`src/design/cpu_regs_pkg.sv`:
```
// Constants for the programmer-visible register set and flag register
`default_nettype none
package cpu_regs_pkg;
	// Widths
	localparam int DATA_W = 16;
	localparam int LONG_W = 20;
	localparam int BUS_W = 32;
	localparam int FLAGS_W = 11;
	localparam int IPL_W = 3;
	localparam int IDX_W = 5;
	localparam int SW_INT_W = 6;
	// Register indices on the software port
	localparam logic [4:0] IDX_DATA_REG_0 = 5'h00;
	localparam logic [4:0] IDX_DATA_REG_1 = 5'h01;
	localparam logic [4:0] IDX_DATA_REG_2 = 5'h02;
	localparam logic [4:0] IDX_DATA_REG_3 = 5'h03;
	localparam logic [4:0] IDX_ADDR_REG_0 = 5'h04;
	localparam logic [4:0] IDX_ADDR_REG_1 = 5'h05;
	localparam logic [4:0] IDX_FRAME_BASE = 5'h06;
	localparam logic [4:0] IDX_VECTOR_TABLE_BASE = 5'h07;
	localparam logic [4:0] IDX_PROGRAM_COUNTER = 5'h08;
	localparam logic [4:0] IDX_USER_STACK_POINTER = 5'h09;
	localparam logic [4:0] IDX_INTERRUPT_STACK_POINTER = 5'h0a;
	localparam logic [4:0] IDX_STATIC_BASE = 5'h0b;
	localparam logic [4:0] IDX_CPU_FLAGS = 5'h0c;
	localparam logic [4:0] IDX_DATA_REG_0_HIGH_BYTE = 5'h0d;
	localparam logic [4:0] IDX_DATA_REG_0_LOW_BYTE = 5'h0e;
	localparam logic [4:0] IDX_DATA_REG_1_HIGH_BYTE = 5'h0f;
	localparam logic [4:0] IDX_DATA_REG_1_LOW_BYTE = 5'h10;
	localparam logic [4:0] IDX_DATA_PAIR_LOW = 5'h11;
	localparam logic [4:0] IDX_DATA_PAIR_HIGH = 5'h12;
	localparam logic [4:0] IDX_ADDR_PAIR = 5'h13;
	localparam logic [4:0] IDX_STACK_POINTER = 5'h14;
	// Flag bit positions in cpu_flags
	localparam int FLG_CARRY = 0;
	localparam int FLG_DEBUG = 1;
	localparam int FLG_ZERO = 2;
	localparam int FLG_SIGN = 3;
	localparam int FLG_BANK = 4;
	localparam int FLG_OVERFLOW = 5;
	localparam int FLG_INT_EN = 6;
	localparam int FLG_STACK_SEL = 7;
	localparam int FLG_IPL_LSB = 8;
	localparam int FLG_IPL_MSB = 10;
	// Reset values
	localparam logic [10:0] FLAGS_RST = 11'h000;
	localparam logic [15:0] WORD_RST = 16'h0000;
	localparam logic [19:0] LONG_RST = 20'h00000;
	// Highest software interrupt number that forces the interrupt stack
	localparam logic [5:0] SW_INT_STACK_MAX = 6'h1f;
endpackage
`default_nettype wire

```
`src/design/cpu_register_set.sv`:
```
// Programmer-visible register set with two banks and the flag register
//
// Functional notes
// - Thirteen registers; data, address and frame base exist in two banks.
// - Bank flag 0 selects bank zero, 1 selects bank one, for banked access.
// - Four 16-bit data registers for transfers and arithmetic.
// - Data registers zero and one split into independent high and low bytes.
// - Data two:zero and three:one form 32-bit pairs, higher number on top.
// - Two 16-bit address registers; combined 32-bit form has register one on top.
// - Vector table base is 20 bits, start of the interrupt vector table.
// - Program counter is 20 bits, address of the next instruction.
// - Two 16-bit stack pointers; stack flag 0 picks interrupt, 1 picks user.
// - Stack flag cleared on hardware interrupt or software interrupt 0 to 31.
// - Static base and frame base are 16-bit base registers.
// - Flag register is 11 bits holding all status flags and the priority level.
// - Carry flag captures carry, borrow or shifted-out bit of the ALU.
// - Zero flag is 1 for a zero result, else 0.
// - Sign flag is 1 for a negative result, else 0.
// - Overflow flag is 1 when the operation overflows, else 0.
// - Interrupt enable gates maskable interrupts; cleared on interrupt acceptance.
// - Priority level field is three bits, levels 0 to 7.
// - Interrupt enabled only if its priority is above the current level.
// - Reserved flag bits written as 0; their read value is undefined.
`default_nettype none
module cpu_register_set
	import cpu_regs_pkg::*;
(
	// Clock and reset
	input wire logic i_clk,
	input wire logic i_arst_n,
	// Software register port
	input wire logic [IDX_W-1:0] i_addr,
	input wire logic [BUS_W-1:0] i_wdata,
	input wire logic i_we,
	input wire logic i_re,
	output logic [BUS_W-1:0] o_rdata,
	// ALU flag update
	input wire logic i_alu_flag_we,
	input wire logic i_alu_carry,
	input wire logic i_alu_overflow,
	input wire logic [DATA_W-1:0] i_alu_result,
	// Interrupt acceptance
	input wire logic i_int_req,
	input wire logic [IPL_W-1:0] i_int_prio,
	input wire logic i_hw_int_accept,
	input wire logic i_sw_int_exec,
	input wire logic [SW_INT_W-1:0] i_sw_int_num,
	output logic o_int_enabled,
	// Status for the datapath
	output logic [FLAGS_W-1:0] o_flags,
	output logic [LONG_W-1:0] o_program_counter,
	output logic [LONG_W-1:0] o_vector_table_base,
	output logic [DATA_W-1:0] o_stack_pointer
);

	typedef struct packed {
		logic [1:0][3:0][DATA_W-1:0] data;
		logic [1:0][1:0][DATA_W-1:0] addr;
		logic [1:0][DATA_W-1:0] fb;
		logic [LONG_W-1:0] vtb;
		logic [LONG_W-1:0] pc;
		logic [DATA_W-1:0] user_stack_pointer;
		logic [DATA_W-1:0] interrupt_stack_pointer;
		logic [DATA_W-1:0] sb;
		logic [IPL_W-1:0] processor_priority_level;
		logic u;
		logic ie;
		logic ov;
		logic bank;
		logic sg;
		logic zr;
		logic dbg;
		logic cy;
		logic [BUS_W-1:0] rdata;
	} state_t;

	state_t s;
	state_t next_s;
	logic [FLAGS_W-1:0] flags_word;

	// Flag register image, every one of the eleven bits assigned
	always_comb begin
		flags_word = FLAGS_RST;
		flags_word[FLG_CARRY] = s.cy;
		flags_word[FLG_DEBUG] = s.dbg;
		flags_word[FLG_ZERO] = s.zr;
		flags_word[FLG_SIGN] = s.sg;
		flags_word[FLG_BANK] = s.bank;
		flags_word[FLG_OVERFLOW] = s.ov;
		flags_word[FLG_INT_EN] = s.ie;
		flags_word[FLG_STACK_SEL] = s.u;
		flags_word[FLG_IPL_MSB:FLG_IPL_LSB] = s.processor_priority_level;
	end

	// Next-state logic: reads, software writes, then hardware flag updates
	always_comb begin
		next_s = s;
		next_s.rdata = '0; // Read data stands for one cycle only
		// Read side; banked names follow the bank flag
		if (i_re) begin
			case (i_addr)
				IDX_DATA_REG_0: next_s.rdata = BUS_W'(s.data[s.bank][0]);
				IDX_DATA_REG_1: next_s.rdata = BUS_W'(s.data[s.bank][1]);
				IDX_DATA_REG_2: next_s.rdata = BUS_W'(s.data[s.bank][2]);
				IDX_DATA_REG_3: next_s.rdata = BUS_W'(s.data[s.bank][3]);
				IDX_ADDR_REG_0: next_s.rdata = BUS_W'(s.addr[s.bank][0]);
				IDX_ADDR_REG_1: next_s.rdata = BUS_W'(s.addr[s.bank][1]);
				IDX_FRAME_BASE: next_s.rdata = BUS_W'(s.fb[s.bank]);
				IDX_VECTOR_TABLE_BASE: next_s.rdata = BUS_W'(s.vtb);
				IDX_PROGRAM_COUNTER: next_s.rdata = BUS_W'(s.pc);
				IDX_USER_STACK_POINTER: next_s.rdata = BUS_W'(s.user_stack_pointer);
				IDX_INTERRUPT_STACK_POINTER: next_s.rdata = BUS_W'(s.interrupt_stack_pointer);
				IDX_STATIC_BASE: next_s.rdata = BUS_W'(s.sb);
				IDX_CPU_FLAGS: next_s.rdata = BUS_W'(flags_word);
				IDX_DATA_REG_0_HIGH_BYTE: next_s.rdata = BUS_W'(s.data[s.bank][0][DATA_W-1:DATA_W/2]);
				IDX_DATA_REG_0_LOW_BYTE: next_s.rdata = BUS_W'(s.data[s.bank][0][DATA_W/2-1:0]);
				IDX_DATA_REG_1_HIGH_BYTE: next_s.rdata = BUS_W'(s.data[s.bank][1][DATA_W-1:DATA_W/2]);
				IDX_DATA_REG_1_LOW_BYTE: next_s.rdata = BUS_W'(s.data[s.bank][1][DATA_W/2-1:0]);
				IDX_DATA_PAIR_LOW: next_s.rdata = {s.data[s.bank][2], s.data[s.bank][0]};
				IDX_DATA_PAIR_HIGH: next_s.rdata = {s.data[s.bank][3], s.data[s.bank][1]};
				IDX_ADDR_PAIR: next_s.rdata = {s.addr[s.bank][1], s.addr[s.bank][0]};
				IDX_STACK_POINTER: next_s.rdata = BUS_W'(s.u ? s.user_stack_pointer : s.interrupt_stack_pointer);
				default: next_s.rdata = '0; // Unmapped index reads as zero
			endcase
		end
		// Write side; narrow registers take the low bits of the word
		if (i_we) begin
			case (i_addr)
				IDX_DATA_REG_0: next_s.data[s.bank][0] = i_wdata[DATA_W-1:0];
				IDX_DATA_REG_1: next_s.data[s.bank][1] = i_wdata[DATA_W-1:0];
				IDX_DATA_REG_2: next_s.data[s.bank][2] = i_wdata[DATA_W-1:0];
				IDX_DATA_REG_3: next_s.data[s.bank][3] = i_wdata[DATA_W-1:0];
				IDX_ADDR_REG_0: next_s.addr[s.bank][0] = i_wdata[DATA_W-1:0];
				IDX_ADDR_REG_1: next_s.addr[s.bank][1] = i_wdata[DATA_W-1:0];
				IDX_FRAME_BASE: next_s.fb[s.bank] = i_wdata[DATA_W-1:0];
				IDX_VECTOR_TABLE_BASE: next_s.vtb = i_wdata[LONG_W-1:0];
				IDX_PROGRAM_COUNTER: next_s.pc = i_wdata[LONG_W-1:0];
				IDX_USER_STACK_POINTER: next_s.user_stack_pointer = i_wdata[DATA_W-1:0];
				IDX_INTERRUPT_STACK_POINTER: next_s.interrupt_stack_pointer = i_wdata[DATA_W-1:0];
				IDX_STATIC_BASE: next_s.sb = i_wdata[DATA_W-1:0];
				IDX_CPU_FLAGS: begin
					next_s.cy = i_wdata[FLG_CARRY];
					next_s.dbg = i_wdata[FLG_DEBUG];
					next_s.zr = i_wdata[FLG_ZERO];
					next_s.sg = i_wdata[FLG_SIGN];
					next_s.bank = i_wdata[FLG_BANK];
					next_s.ov = i_wdata[FLG_OVERFLOW];
					next_s.ie = i_wdata[FLG_INT_EN];
					next_s.u = i_wdata[FLG_STACK_SEL];
					next_s.processor_priority_level = i_wdata[FLG_IPL_MSB:FLG_IPL_LSB];
				end
				IDX_DATA_REG_0_HIGH_BYTE: next_s.data[s.bank][0][DATA_W-1:DATA_W/2] = i_wdata[DATA_W/2-1:0];
				IDX_DATA_REG_0_LOW_BYTE: next_s.data[s.bank][0][DATA_W/2-1:0] = i_wdata[DATA_W/2-1:0];
				IDX_DATA_REG_1_HIGH_BYTE: next_s.data[s.bank][1][DATA_W-1:DATA_W/2] = i_wdata[DATA_W/2-1:0];
				IDX_DATA_REG_1_LOW_BYTE: next_s.data[s.bank][1][DATA_W/2-1:0] = i_wdata[DATA_W/2-1:0];
				IDX_DATA_PAIR_LOW: begin
					next_s.data[s.bank][2] = i_wdata[BUS_W-1:DATA_W];
					next_s.data[s.bank][0] = i_wdata[DATA_W-1:0];
				end
				IDX_DATA_PAIR_HIGH: begin
					next_s.data[s.bank][3] = i_wdata[BUS_W-1:DATA_W];
					next_s.data[s.bank][1] = i_wdata[DATA_W-1:0];
				end
				IDX_ADDR_PAIR: begin
					next_s.addr[s.bank][1] = i_wdata[BUS_W-1:DATA_W];
					next_s.addr[s.bank][0] = i_wdata[DATA_W-1:0];
				end
				IDX_STACK_POINTER: begin
					if (s.u) begin
						next_s.user_stack_pointer = i_wdata[DATA_W-1:0];
					end else begin
						next_s.interrupt_stack_pointer = i_wdata[DATA_W-1:0];
					end
				end
				default: ; // Unmapped writes are dropped
			endcase
		end
		// ALU results after software so a same-cycle flag write loses to hardware
		if (i_alu_flag_we) begin
			next_s.cy = i_alu_carry;
			next_s.zr = (i_alu_result == WORD_RST);
			next_s.sg = i_alu_result[DATA_W-1];
			next_s.ov = i_alu_overflow;
		end
		// Interrupt acceptance overrides any software write of the same flags
		if (i_hw_int_accept) begin
			next_s.ie = 1'b0;
			next_s.u = 1'b0;
		end
		if (i_sw_int_exec) begin
			next_s.ie = 1'b0;
			if (i_sw_int_num <= SW_INT_STACK_MAX) begin
				next_s.u = 1'b0;
			end
		end
	end

	// State register; reset values are constants only
	always_ff @(posedge i_clk or negedge i_arst_n) begin
		if (!i_arst_n) begin
			s <= '0;
		end else begin
			s <= next_s;
		end
	end

	// Outputs; the enable check is combinational so the sequencer sees it at once
	assign o_rdata = s.rdata;
	assign o_flags = flags_word;
	assign o_program_counter = s.pc;
	assign o_vector_table_base = s.vtb;
	assign o_stack_pointer = s.u ? s.user_stack_pointer : s.interrupt_stack_pointer;
	assign o_int_enabled = i_int_req && s.ie && (i_int_prio > s.processor_priority_level);

	// Checks on the flag and register behaviour
	property p_int_accept_clears;
		@(posedge i_clk) disable iff (!i_arst_n)
		i_hw_int_accept |=> !o_flags[FLG_INT_EN] && !o_flags[FLG_STACK_SEL];
	endproperty
	a_int_accept_clears: assert property (p_int_accept_clears) else $error("accept left I or U set");

	property p_sw_int_stack;
		@(posedge i_clk) disable iff (!i_arst_n)
		i_sw_int_exec && (i_sw_int_num <= SW_INT_STACK_MAX) |=> !o_flags[FLG_STACK_SEL];
	endproperty
	a_sw_int_stack: assert property (p_sw_int_stack) else $error("low software interrupt kept U");

	property p_sw_int_high_keeps;
		@(posedge i_clk) disable iff (!i_arst_n)
		i_sw_int_exec && (i_sw_int_num > SW_INT_STACK_MAX) && !i_hw_int_accept && !i_we
			|=> o_flags[FLG_STACK_SEL] == $past(o_flags[FLG_STACK_SEL]);
	endproperty
	a_sw_int_high_keeps: assert property (p_sw_int_high_keeps) else $error("high software interrupt changed U");

	property p_zero_flag;
		@(posedge i_clk) disable iff (!i_arst_n)
		i_alu_flag_we |=> o_flags[FLG_ZERO] == ($past(i_alu_result) == WORD_RST);
	endproperty
	a_zero_flag: assert property (p_zero_flag) else $error("zero flag wrong");

	property p_sign_flag;
		@(posedge i_clk) disable iff (!i_arst_n)
		i_alu_flag_we |=> o_flags[FLG_SIGN] == $past(i_alu_result[DATA_W-1]);
	endproperty
	a_sign_flag: assert property (p_sign_flag) else $error("sign flag wrong");

	property p_carry_ovf;
		@(posedge i_clk) disable iff (!i_arst_n)
		i_alu_flag_we |=> o_flags[FLG_CARRY] == $past(i_alu_carry) && o_flags[FLG_OVERFLOW] == $past(i_alu_overflow);
	endproperty
	a_carry_ovf: assert property (p_carry_ovf) else $error("carry or overflow wrong");

	property p_prio_gate;
		@(posedge i_clk) disable iff (!i_arst_n)
		o_int_enabled |-> o_flags[FLG_INT_EN] && (i_int_prio > o_flags[FLG_IPL_MSB:FLG_IPL_LSB]);
	endproperty
	a_prio_gate: assert property (p_prio_gate) else $error("interrupt enabled at or below level");

	property p_bank_read;
		@(posedge i_clk) disable iff (!i_arst_n)
		i_re && (i_addr == IDX_DATA_REG_0) |=> o_rdata[15:0] == $past(s.data[s.bank][0]);
	endproperty
	a_bank_read: assert property (p_bank_read) else $error("banked read from wrong bank");

	property p_pair_read;
		@(posedge i_clk) disable iff (!i_arst_n)
		i_re && (i_addr == IDX_DATA_PAIR_LOW) |=> o_rdata == {$past(s.data[s.bank][2]), $past(s.data[s.bank][0])};
	endproperty
	a_pair_read: assert property (p_pair_read) else $error("data pair order wrong");

	property p_byte_write;
		@(posedge i_clk) disable iff (!i_arst_n)
		i_we && (i_addr == IDX_DATA_REG_0_HIGH_BYTE)
			|=> s.data[$past(s.bank)][0] == {$past(i_wdata[7:0]), $past(s.data[s.bank][0][7:0])};
	endproperty
	a_byte_write: assert property (p_byte_write) else $error("byte write touched other byte");

	property p_sp_select;
		@(posedge i_clk) disable iff (!i_arst_n)
		i_re && (i_addr == IDX_STACK_POINTER) |=> o_rdata[15:0] == ($past(s.u) ? $past(s.user_stack_pointer) : $past(s.interrupt_stack_pointer));
	endproperty
	a_sp_select: assert property (p_sp_select) else $error("stack pointer select wrong");

	property p_read_one_cycle;
		@(posedge i_clk) disable iff (!i_arst_n)
		!i_re |=> o_rdata == '0;
	endproperty
	a_read_one_cycle: assert property (p_read_one_cycle) else $error("read data held too long");

	// Further checks on reset, register writes and reads, and interrupt side effects
	property p_reset_flags;
		@(posedge i_clk) $rose(i_arst_n) |-> o_flags == FLAGS_RST && o_stack_pointer == WORD_RST;
	endproperty
	a_reset_flags: assert property (p_reset_flags) else $error("flags not clear after reset");

	property p_bank_write;
		@(posedge i_clk) disable iff (!i_arst_n)
		i_we && (i_addr == IDX_DATA_REG_0)
			|=> s.data[$past(s.bank)][0] == $past(i_wdata[DATA_W-1:0])
			&& s.data[!$past(s.bank)][0] == $past(s.data[!s.bank][0]);
	endproperty
	a_bank_write: assert property (p_bank_write) else $error("banked write reached other bank");

	property p_addr_pair_write;
		@(posedge i_clk) disable iff (!i_arst_n)
		i_we && (i_addr == IDX_ADDR_PAIR)
			|=> {s.addr[$past(s.bank)][1], s.addr[$past(s.bank)][0]} == $past(i_wdata);
	endproperty
	a_addr_pair_write: assert property (p_addr_pair_write) else $error("address pair order wrong");

	property p_ipl_kept;
		@(posedge i_clk) disable iff (!i_arst_n)
		(i_hw_int_accept || i_sw_int_exec) && !(i_we && (i_addr == IDX_CPU_FLAGS))
			|=> o_flags[FLG_IPL_MSB:FLG_IPL_LSB] == $past(o_flags[FLG_IPL_MSB:FLG_IPL_LSB]);
	endproperty
	a_ipl_kept: assert property (p_ipl_kept) else $error("interrupt changed priority level");

	property p_sw_int_clears_ie;
		@(posedge i_clk) disable iff (!i_arst_n)
		i_sw_int_exec |=> !o_flags[FLG_INT_EN];
	endproperty
	a_sw_int_clears_ie: assert property (p_sw_int_clears_ie) else $error("software interrupt left I set");

	property p_pc_write;
		@(posedge i_clk) disable iff (!i_arst_n)
		i_we && (i_addr == IDX_PROGRAM_COUNTER) |=> o_program_counter == $past(i_wdata[LONG_W-1:0]);
	endproperty
	a_pc_write: assert property (p_pc_write) else $error("program counter write lost");

	property p_vtb_write;
		@(posedge i_clk) disable iff (!i_arst_n)
		i_we && (i_addr == IDX_VECTOR_TABLE_BASE) |=> o_vector_table_base == $past(i_wdata[LONG_W-1:0]);
	endproperty
	a_vtb_write: assert property (p_vtb_write) else $error("vector table base write lost");

	property p_word_write;
		@(posedge i_clk) disable iff (!i_arst_n)
		i_we && (i_addr == IDX_DATA_REG_3) |=> s.data[$past(s.bank)][3] == $past(i_wdata[DATA_W-1:0]);
	endproperty
	a_word_write: assert property (p_word_write) else $error("data word write lost");

	property p_static_base_write;
		@(posedge i_clk) disable iff (!i_arst_n)
		i_we && (i_addr == IDX_STATIC_BASE) |=> s.sb == $past(i_wdata[DATA_W-1:0]);
	endproperty
	a_static_base_write: assert property (p_static_base_write) else $error("static base write lost");

	property p_unmapped_read;
		@(posedge i_clk) disable iff (!i_arst_n)
		i_re && (i_addr > IDX_STACK_POINTER) |=> o_rdata == '0;
	endproperty
	a_unmapped_read: assert property (p_unmapped_read) else $error("unmapped index read nonzero");

	property p_flags_read;
		@(posedge i_clk) disable iff (!i_arst_n)
		i_re && (i_addr == IDX_CPU_FLAGS) |=> o_rdata == BUS_W'($past(o_flags));
	endproperty
	a_flags_read: assert property (p_flags_read) else $error("flag register read wrong");

	// Main scenarios
	c_bank_one_read: cover property (@(posedge i_clk) disable iff (!i_arst_n)
		s.bank && i_re && (i_addr == IDX_DATA_REG_0));
	c_hw_accept: cover property (@(posedge i_clk) disable iff (!i_arst_n)
		o_int_enabled ##1 i_hw_int_accept);
	c_alu_zero: cover property (@(posedge i_clk) disable iff (!i_arst_n)
		i_alu_flag_we && (i_alu_result == WORD_RST));
	c_sw_int_high: cover property (@(posedge i_clk) disable iff (!i_arst_n)
		i_sw_int_exec && (i_sw_int_num > SW_INT_STACK_MAX));
	c_pair_high_write: cover property (@(posedge i_clk) disable iff (!i_arst_n)
		i_we && (i_addr == IDX_DATA_PAIR_HIGH));

endmodule // cpu_register_set
`default_nettype wire

```
`config.mk`:
```
export PLATFORM = sky130hd
export DESIGN_NAME = cpu_register_set
export DESIGN_NICKNAME = d
export VERILOG_FILES = /design/src/design/cpu_regs_pkg.sv /design/src/design/cpu_register_set.sv
export SDC_FILE = /design/constraint.sdc
export NUM_CORES = 1
export LEC_CHECK = 0
export BUFFER_PORTS_ARGS = -buffer_cell sky130_fd_sc_hd__buf_2
export CAP_MARGIN = 20
export CORE_AREA = 2 2 185 187
export CTS_BUF_LIST = sky130_fd_sc_hd__clkbuf_4
export DETAILED_ROUTE_END_ITERATION = 7
export DIE_AREA = 0 0 187 189
export PLACE_DENSITY = 0.78
export SLEW_MARGIN = 20
export SYNTH_ARGS = -nofsm -noshare
export SYNTH_HDL_FRONTEND = slang
export SYNTH_SLANG_ARGS = --single-unit
```
`constraint.sdc`:
```
create_clock -name i_clk -period 1.9 [get_ports i_clk]
set_input_delay 0.57 -clock i_clk [delete_from_list [all_inputs] [get_ports i_clk]]
set_output_delay 0.57 -clock i_clk [all_outputs]
set_load 0.05 [all_outputs]
```
==> results of run 1 <==
[layer usage]
metal / global-route usage / vias up / wire (um) / share of wire
li1: - / 7040 / - / -
met3: 0.1605 / 711 / 12350 / 0.14
met1: 0.5314 / 9062 / 28190 / 0.32
met5: 0 / - / 141 / 0.0016
met4: 0.3095 / 8 / 8336 / 0.096
met2: 0.6867 / 1935 / 37770 / 0.44
[metrics by stage]
step                  util  hold WS (ps)
finish              0.8063         32.46
global route        0.8060         29.01
CTS                 0.7754         4.568
detailed placement  0.6618         481.5
global placement    0.6618         478.2
floorplan                -         274.4
[worst max-delay path, cell delays in order (launching register included)]
cell and delay [ps]:
dfrtp_1 400, inv_1 140, ha_4 230, a21o_1 150
a21oi_1 290, a311oi_4 70, buf_6 170
[flip-flops by register name, indices dropped and copies added, names as in the netlist]
name and count:
s 272, o_rdata 32, o_program_counter 20, o_vector_table_base 20
o_flags 11
[worst max path at each step]
stage | from | endpoint | slack, ps
global route | o_flags[9] | o_int_enabled | -1010
detailed placement | i_addr[3] | o_rdata[3] | -870
CTS | o_flags[9] | o_int_enabled | -830
floorplan | i_addr[4] | s[168] | -310
finish | o_flags[9] | o_int_enabled | -950
global placement | i_addr[3] | o_rdata[3] | -950
[layout make-up]
class | count | area share
Antenna cell | 7 | 0.0006528
Clock buffer | 134 | 0.03749
Clock inverter | 29 | 0.005222
Inverter | 12 | 0.002145
Multi-Input combinational cell | 1053 | 0.3771
Sequential cell | 355 | 0.3314
Tap cell | 448 | 0.02089
Timing Repair Buffer | 598 | 0.2251
[cell usage after synthesis (all sizes together) (5+ instances only)]
library cell / number / area share
o22ai: 13 / 0.0044
mux2i: 76 / 0.041
nor2: 48 / 0.013
nand2b: 6 / 0.0020
a222oi: 9 / 0.0049
o22a: 9 / 0.0043
a21oi: 101 / 0.028
nor2b: 8 / 0.0027
mux2: 247 / 0.15
nor4: 15 / 0.0051
dfrtp: 355 / 0.48
o2bb2ai: 14 / 0.0066
a221oi: 9 / 0.0043
a221o: 10 / 0.0054
a31oi: 15 / 0.0059
o21ai: 51 / 0.014
buf: 148 / 0.053
o2111a: 6 / 0.0037
a22oi: 46 / 0.019
nor3: 11 / 0.0047
inv: 11 / 0.0022
nand2: 115 / 0.024
clkbuf: 68 / 0.014
and3: 6 / 0.0020
a22o: 130 / 0.062
a21o: 5 / 0.0020
and2: 12 / 0.0041
nand3: 26 / 0.0070
nand3b: 5 / 0.0020
[cells by family (layout without fill, tap and decap cells)]
group,Yosys count,count (layout),synth area share
other cells,0,7,0
simple gates,277,277,0.07747
buf+inv,228,773,0.06913
xor+xnor,1,1,0.0004745
flops,355,355,0.4812
mux,323,323,0.1919
compound gates,447,449,0.1778
fa+ha+maj,3,3,0.002033
[layout by cell type (no fill, tap or decap), drive strengths merged, types with 15 or more instances in the layout]
cell and instances:
a22o 130, a31oi 15, mux2 247, a22oi 46, clkinv 27, nor2 48
clkbuf 138, nand3 26, nor4 15, dfrtp 355, mux2i 76, buf 588
a21oi 101, nand2 115, o21ai 53
[where the power goes]
| part | total, uW | internal, uW | switching (uW) | leakage (uW) |
|---|---|---|---|---|
| clock network | 7040 | 3370 | 3680 | 0.000689 |
| registers | 9940 | 8800 | 1140 | 0.00464 |
| logic | 9340 | 4430 | 4910 | 0.00720 |
[timing repair]
item | in CTS | in global routing
endpoints found under the hold margin | 40 | 0
buffers inserted | 95 | 44
setup endpoints to repair | 256 | 323
gates resized for setup | 459 | 194
pin swaps | 78 | 64
cloned | 7 | 5
hold buffers | 6 | 0
==> results.cfg, run 1 <==
[status]
outcome = complete, but fails checks
violations = DRC, setup timing

[yosys]
yosys_most_used_dff = dfrtp_1
synthArstFlopShare = 1.000
synth_cell_type_count = 75
synth_cells = 1634
synth_fp_nets = 1709
syn_area_sq_mm = 0.01846
synth_edf_count = 0
ys_seq_area_frac = 0.4812
ys_warn_count = 0
synth-seq-cells = 355
avgSynthCellArea_sq_um = 11.30

[routing]
drt-pass1-iter-count = 8
vias = 18760
drc = 62
wl_per_cell_um = 32.92
ant_nets = 0
totalWireLength_mm = 86.78
drt_iter0_drc = 3164
routed_via_density = 7.115

[floorplanning]
rows = 67
die_area_sq_mm = 0.03534
die_h_um = 189
dieWidth_um = 187
ioPinCount = 172
core-area_sq_mm = 0.03328
start_util = 0.5547

[sta]
fin_tns_setup_ps = -43430
finalSetupViolCount = 251
rsz0062_at_grt = true
worst_slack_ps = -951.0
skew_ps = 48.12
hold_viol = 0
tightestPinTransition_ps = 817.8
period_share = 1.501
fmax_mhz = 350.7
slew_violations = 0
layout_min_cycle_time_ps = 2851
slew_headroom = 0.4548

[worst_hold_path]
min_from = i_alu_result[15]
worst_hold_path_type = in -> reg
hold_depth = 3
min_to = o_flags[3]

[clocking]
cts_made_buffers = 94
htreeDepth = 3
root_buffer = clkbuf_4
clock-sinks = 355
clock_latency_ps = 840
cts_tree = yes
clockBufferDepth = 3
clk_pin_slew_ps = 90

[final_layout]
finalInstanceArea_sq_mm = 0.02683
drive_gt1_frac = 0.5520
seqCellArea_sq_mm = 0.008894
syn_to_final_growth_pct = 45.35
nets = 2189
multi_input_area_sq_mm = 0.01012
post_layout_nonfiller_instances = 2636
n_fill_cell = 1694

[setup_path]
reg2reg_depth = 8
crit_type = reg -> out
worstPathRequired_ps = 1330
r2r_setup_slack_ps = -500
critPathLaunchType = flip-flop
reg2reg_from = o_flags[4]
rr_endpoint = o_rdata[5]
cp_max_fo = 2
crit_path_end_kind = output pin
critPathArrivalTime_ps = 2280

[grt]
grt_overflow = 0
grt_pass1_vias = 18560
grtUsageTotal = 0.4486
grt_pass1_wl_mm = 118.1
grt_start_max_net_pins = 50
antenna_found_initial = 8

[power_and_ir_drop]
power_uw = 26330
leakage_uw = 0.01254
powerDensity_mw_per_mm2 = 981.1
ir_drop_mv = 0.8307

[place]
place_ws_ps = -866.6
numPortBuffers = 166
place.gp.congestion = 1.033
postPlaceCellArea_sq_mm = 0.02202
hpwl_mm = 49.57
place_inst = 2338

[run]
max-cap-violations = 0
Power figures use the tool's default switching activity.
==> inputs of run 2 (changes only) <==
CORE_AREA = 5 5 188 190   (was 2 2 185 187)
DIE_AREA = 0 0 193 195   (was 0 0 187 189)
==> run 2 against run 1 <==
  * The run ends with setup timing left
  * Wire length decreased by 2.8%
  * Sequential power about the same
  * Clock skew increased by 60 ps
  * Critical path depth unchanged
  * Final area decreased by 1.3%
  * Die area increased by 6.5%
  * Sequential share of layout area increased by 0.45 points
  * Maximum frequency decreased by 0.37%
  * Hold slack improved by 25 ps
  * Non-clock buffer count unchanged
  * Utilization decreased by 1.1 points
  * Sequential cell count unchanged
  * Largest cell class unchanged
  * Highest routed layer unchanged
==> results.cfg, run 2 (same netlist as run 1, synthesis figures left out) <==
[clocking]
root_buffer = clkbuf_4
clock-sinks = 355
clockBufferDepth = 3
htreeDepth = 3
clock_latency_ps = 870
cts_tree = yes
cts_made_buffers = 92
clk_pin_slew_ps = 80

[status]
outcome = complete, but fails checks
violations = setup timing

[final_layout]
final_cell_mix = dfrtp_1, buf_4, mux2_2
seqCellArea_sq_mm = 0.008896
max_flop_register = s
post_layout_nonfiller_instances = 2629
mostFrequentLayoutCell = dfrtp_1
drive_gt1_frac = 0.5439
syn_to_final_growth_pct = 43.45
n_fill_cell = 1806
largest_reg_flops = 272
nets = 2185
multi_input_area_sq_mm = 0.009951
finalInstanceArea_sq_mm = 0.02648

[grt]
grtUsageTotal = 0.4139
grt_overflow = 0
grt_pass1_wl_mm = 116.6
grt_pass1_vias = 18420
grt_start_max_net_pins = 73
antenna_found_initial = 5

[routing]
routed_via_density = 6.951
drt_iter0_drc = 2682
drt-met1-wl_mm = 28.15
routed.top_layer = met5
totalWireLength_mm = 84.37
vias = 18280
drt-pass1-iter-count = 6
wl_met3_mm = 11.32
wl_per_cell_um = 32.09
drc = 0
met2_length_mm = 37.68
ant_nets = 0

[sta]
rsz0062_at_grt = true
worst_slack_ps = -961.7
hold_viol = 0
skew_ps = 108.4
whs_ps = 57.46
layout_min_cycle_time_ps = 2862
finalSetupViolCount = 166
fin_tns_setup_ps = -27480
slew_violations = 0
period_share = 1.506
slew_headroom = 0.5349
fmax_mhz = 349.4
tightestPinTransition_ps = 697.7

[floorplanning]
die_h_um = 195
dieWidth_um = 193
core-area_sq_mm = 0.03328
ioPinCount = 172
rows = 67
die_area_sq_mm = 0.03764
start_util = 0.5547

[setup_path]
worstPathRequired_ps = 1330
crit_type = reg -> out
reg2reg_depth = 9
crit_start = o_flags[9]
cp_max_fo = 2
r2r_setup_slack_ps = -460
critPathLaunchType = flip-flop
critPathArrivalTime_ps = 2290
crit_path_end_kind = output pin
rr_endpoint = o_rdata[1]
reg2reg_from = o_flags[7]

[run]
max-cap-violations = 0

[place]
numPortBuffers = 166
place.gp.congestion = 1.021
place_inst = 2327
hpwl_mm = 50.06
postPlaceCellArea_sq_mm = 0.02188

[worst_hold_path]
min_from = i_alu_result[15]
min_to = o_flags[3]
hold_depth = 3
worst_hold_path_type = in -> reg

[power_and_ir_drop]
power_uw = 26020
leakage_uw = 0.01225
ir_drop_mv = 0.9107
powerDensity_mw_per_mm2 = 982.6
[run 2: critical path, stage by stage, from the launching register on]
cell and delay, ps:
dfrtp_1 410, inv_2 90, ha_4 300, a21o_1 140
a21oi_2 80, a311oi_4 230, buf_6 200
[run 2: through the flow]
stage | utilization | setup WS, ps
finish | 0.7957 | -961.7
detailed placement | 0.6574 | -750.1
floorplan | - | -305.8
global placement | 0.6574 | -717.7
global route | 0.7957 | -1019
CTS | 0.7674 | -787.7
[run 2: repair_timing]
action	in CTS	in global routing
setup endpoints to repair	251	257
cloned	7	3
hold endpoints to repair	214	0
pin swaps	59	80
buffers inserted	94	51
gates resized for setup	413	164
hold buffers	6	0
[run 2: area by class of cell]
class | instances | share of cell area
flip-flops and latches | 355 | 0.3359
diodes | 6 | 0.0005669
well taps | 448 | 0.02117
clock inverters | 22 | 0.003638
inverters | 12 | 0.001984
multi-input cells | 1051 | 0.3757
repair buffers | 598 | 0.2221
clock buffers | 137 | 0.03884
[run 2: how the worst max path moves through the flow]
stage / to / slack (ps) / cells past startpoint
floorplan: s[168] / -310 / 7
global placement: o_rdata[1] / -720 / 8
detailed placement: o_rdata[1] / -750 / 8
CTS: o_int_enabled / -790 / 6
global route: o_int_enabled / -1020 / 6
finish: o_int_enabled / -960 / 6
[run 2: report_power, final]
group,total [uW],internal [uW],leakage [uW],switching [uW]
clock,6900,3290,0.000689,3610
sequential,9930,8800,0.00464,1130
combinational,9190,4410,0.00691,4780
total,26000,16500,0.0122,9520
[run 2: routing by layer]
| metal | vias to the layer above | GRT usage |
|---|---|---|
| li1 | 7018 | - |
| met1 | 8942 | 0.5051 |
| met2 | 1750 | 0.6313 |
| met3 | 559 | 0.1370 |
| met4 | 6 | 0.2617 |
| met5 | - | 0 |
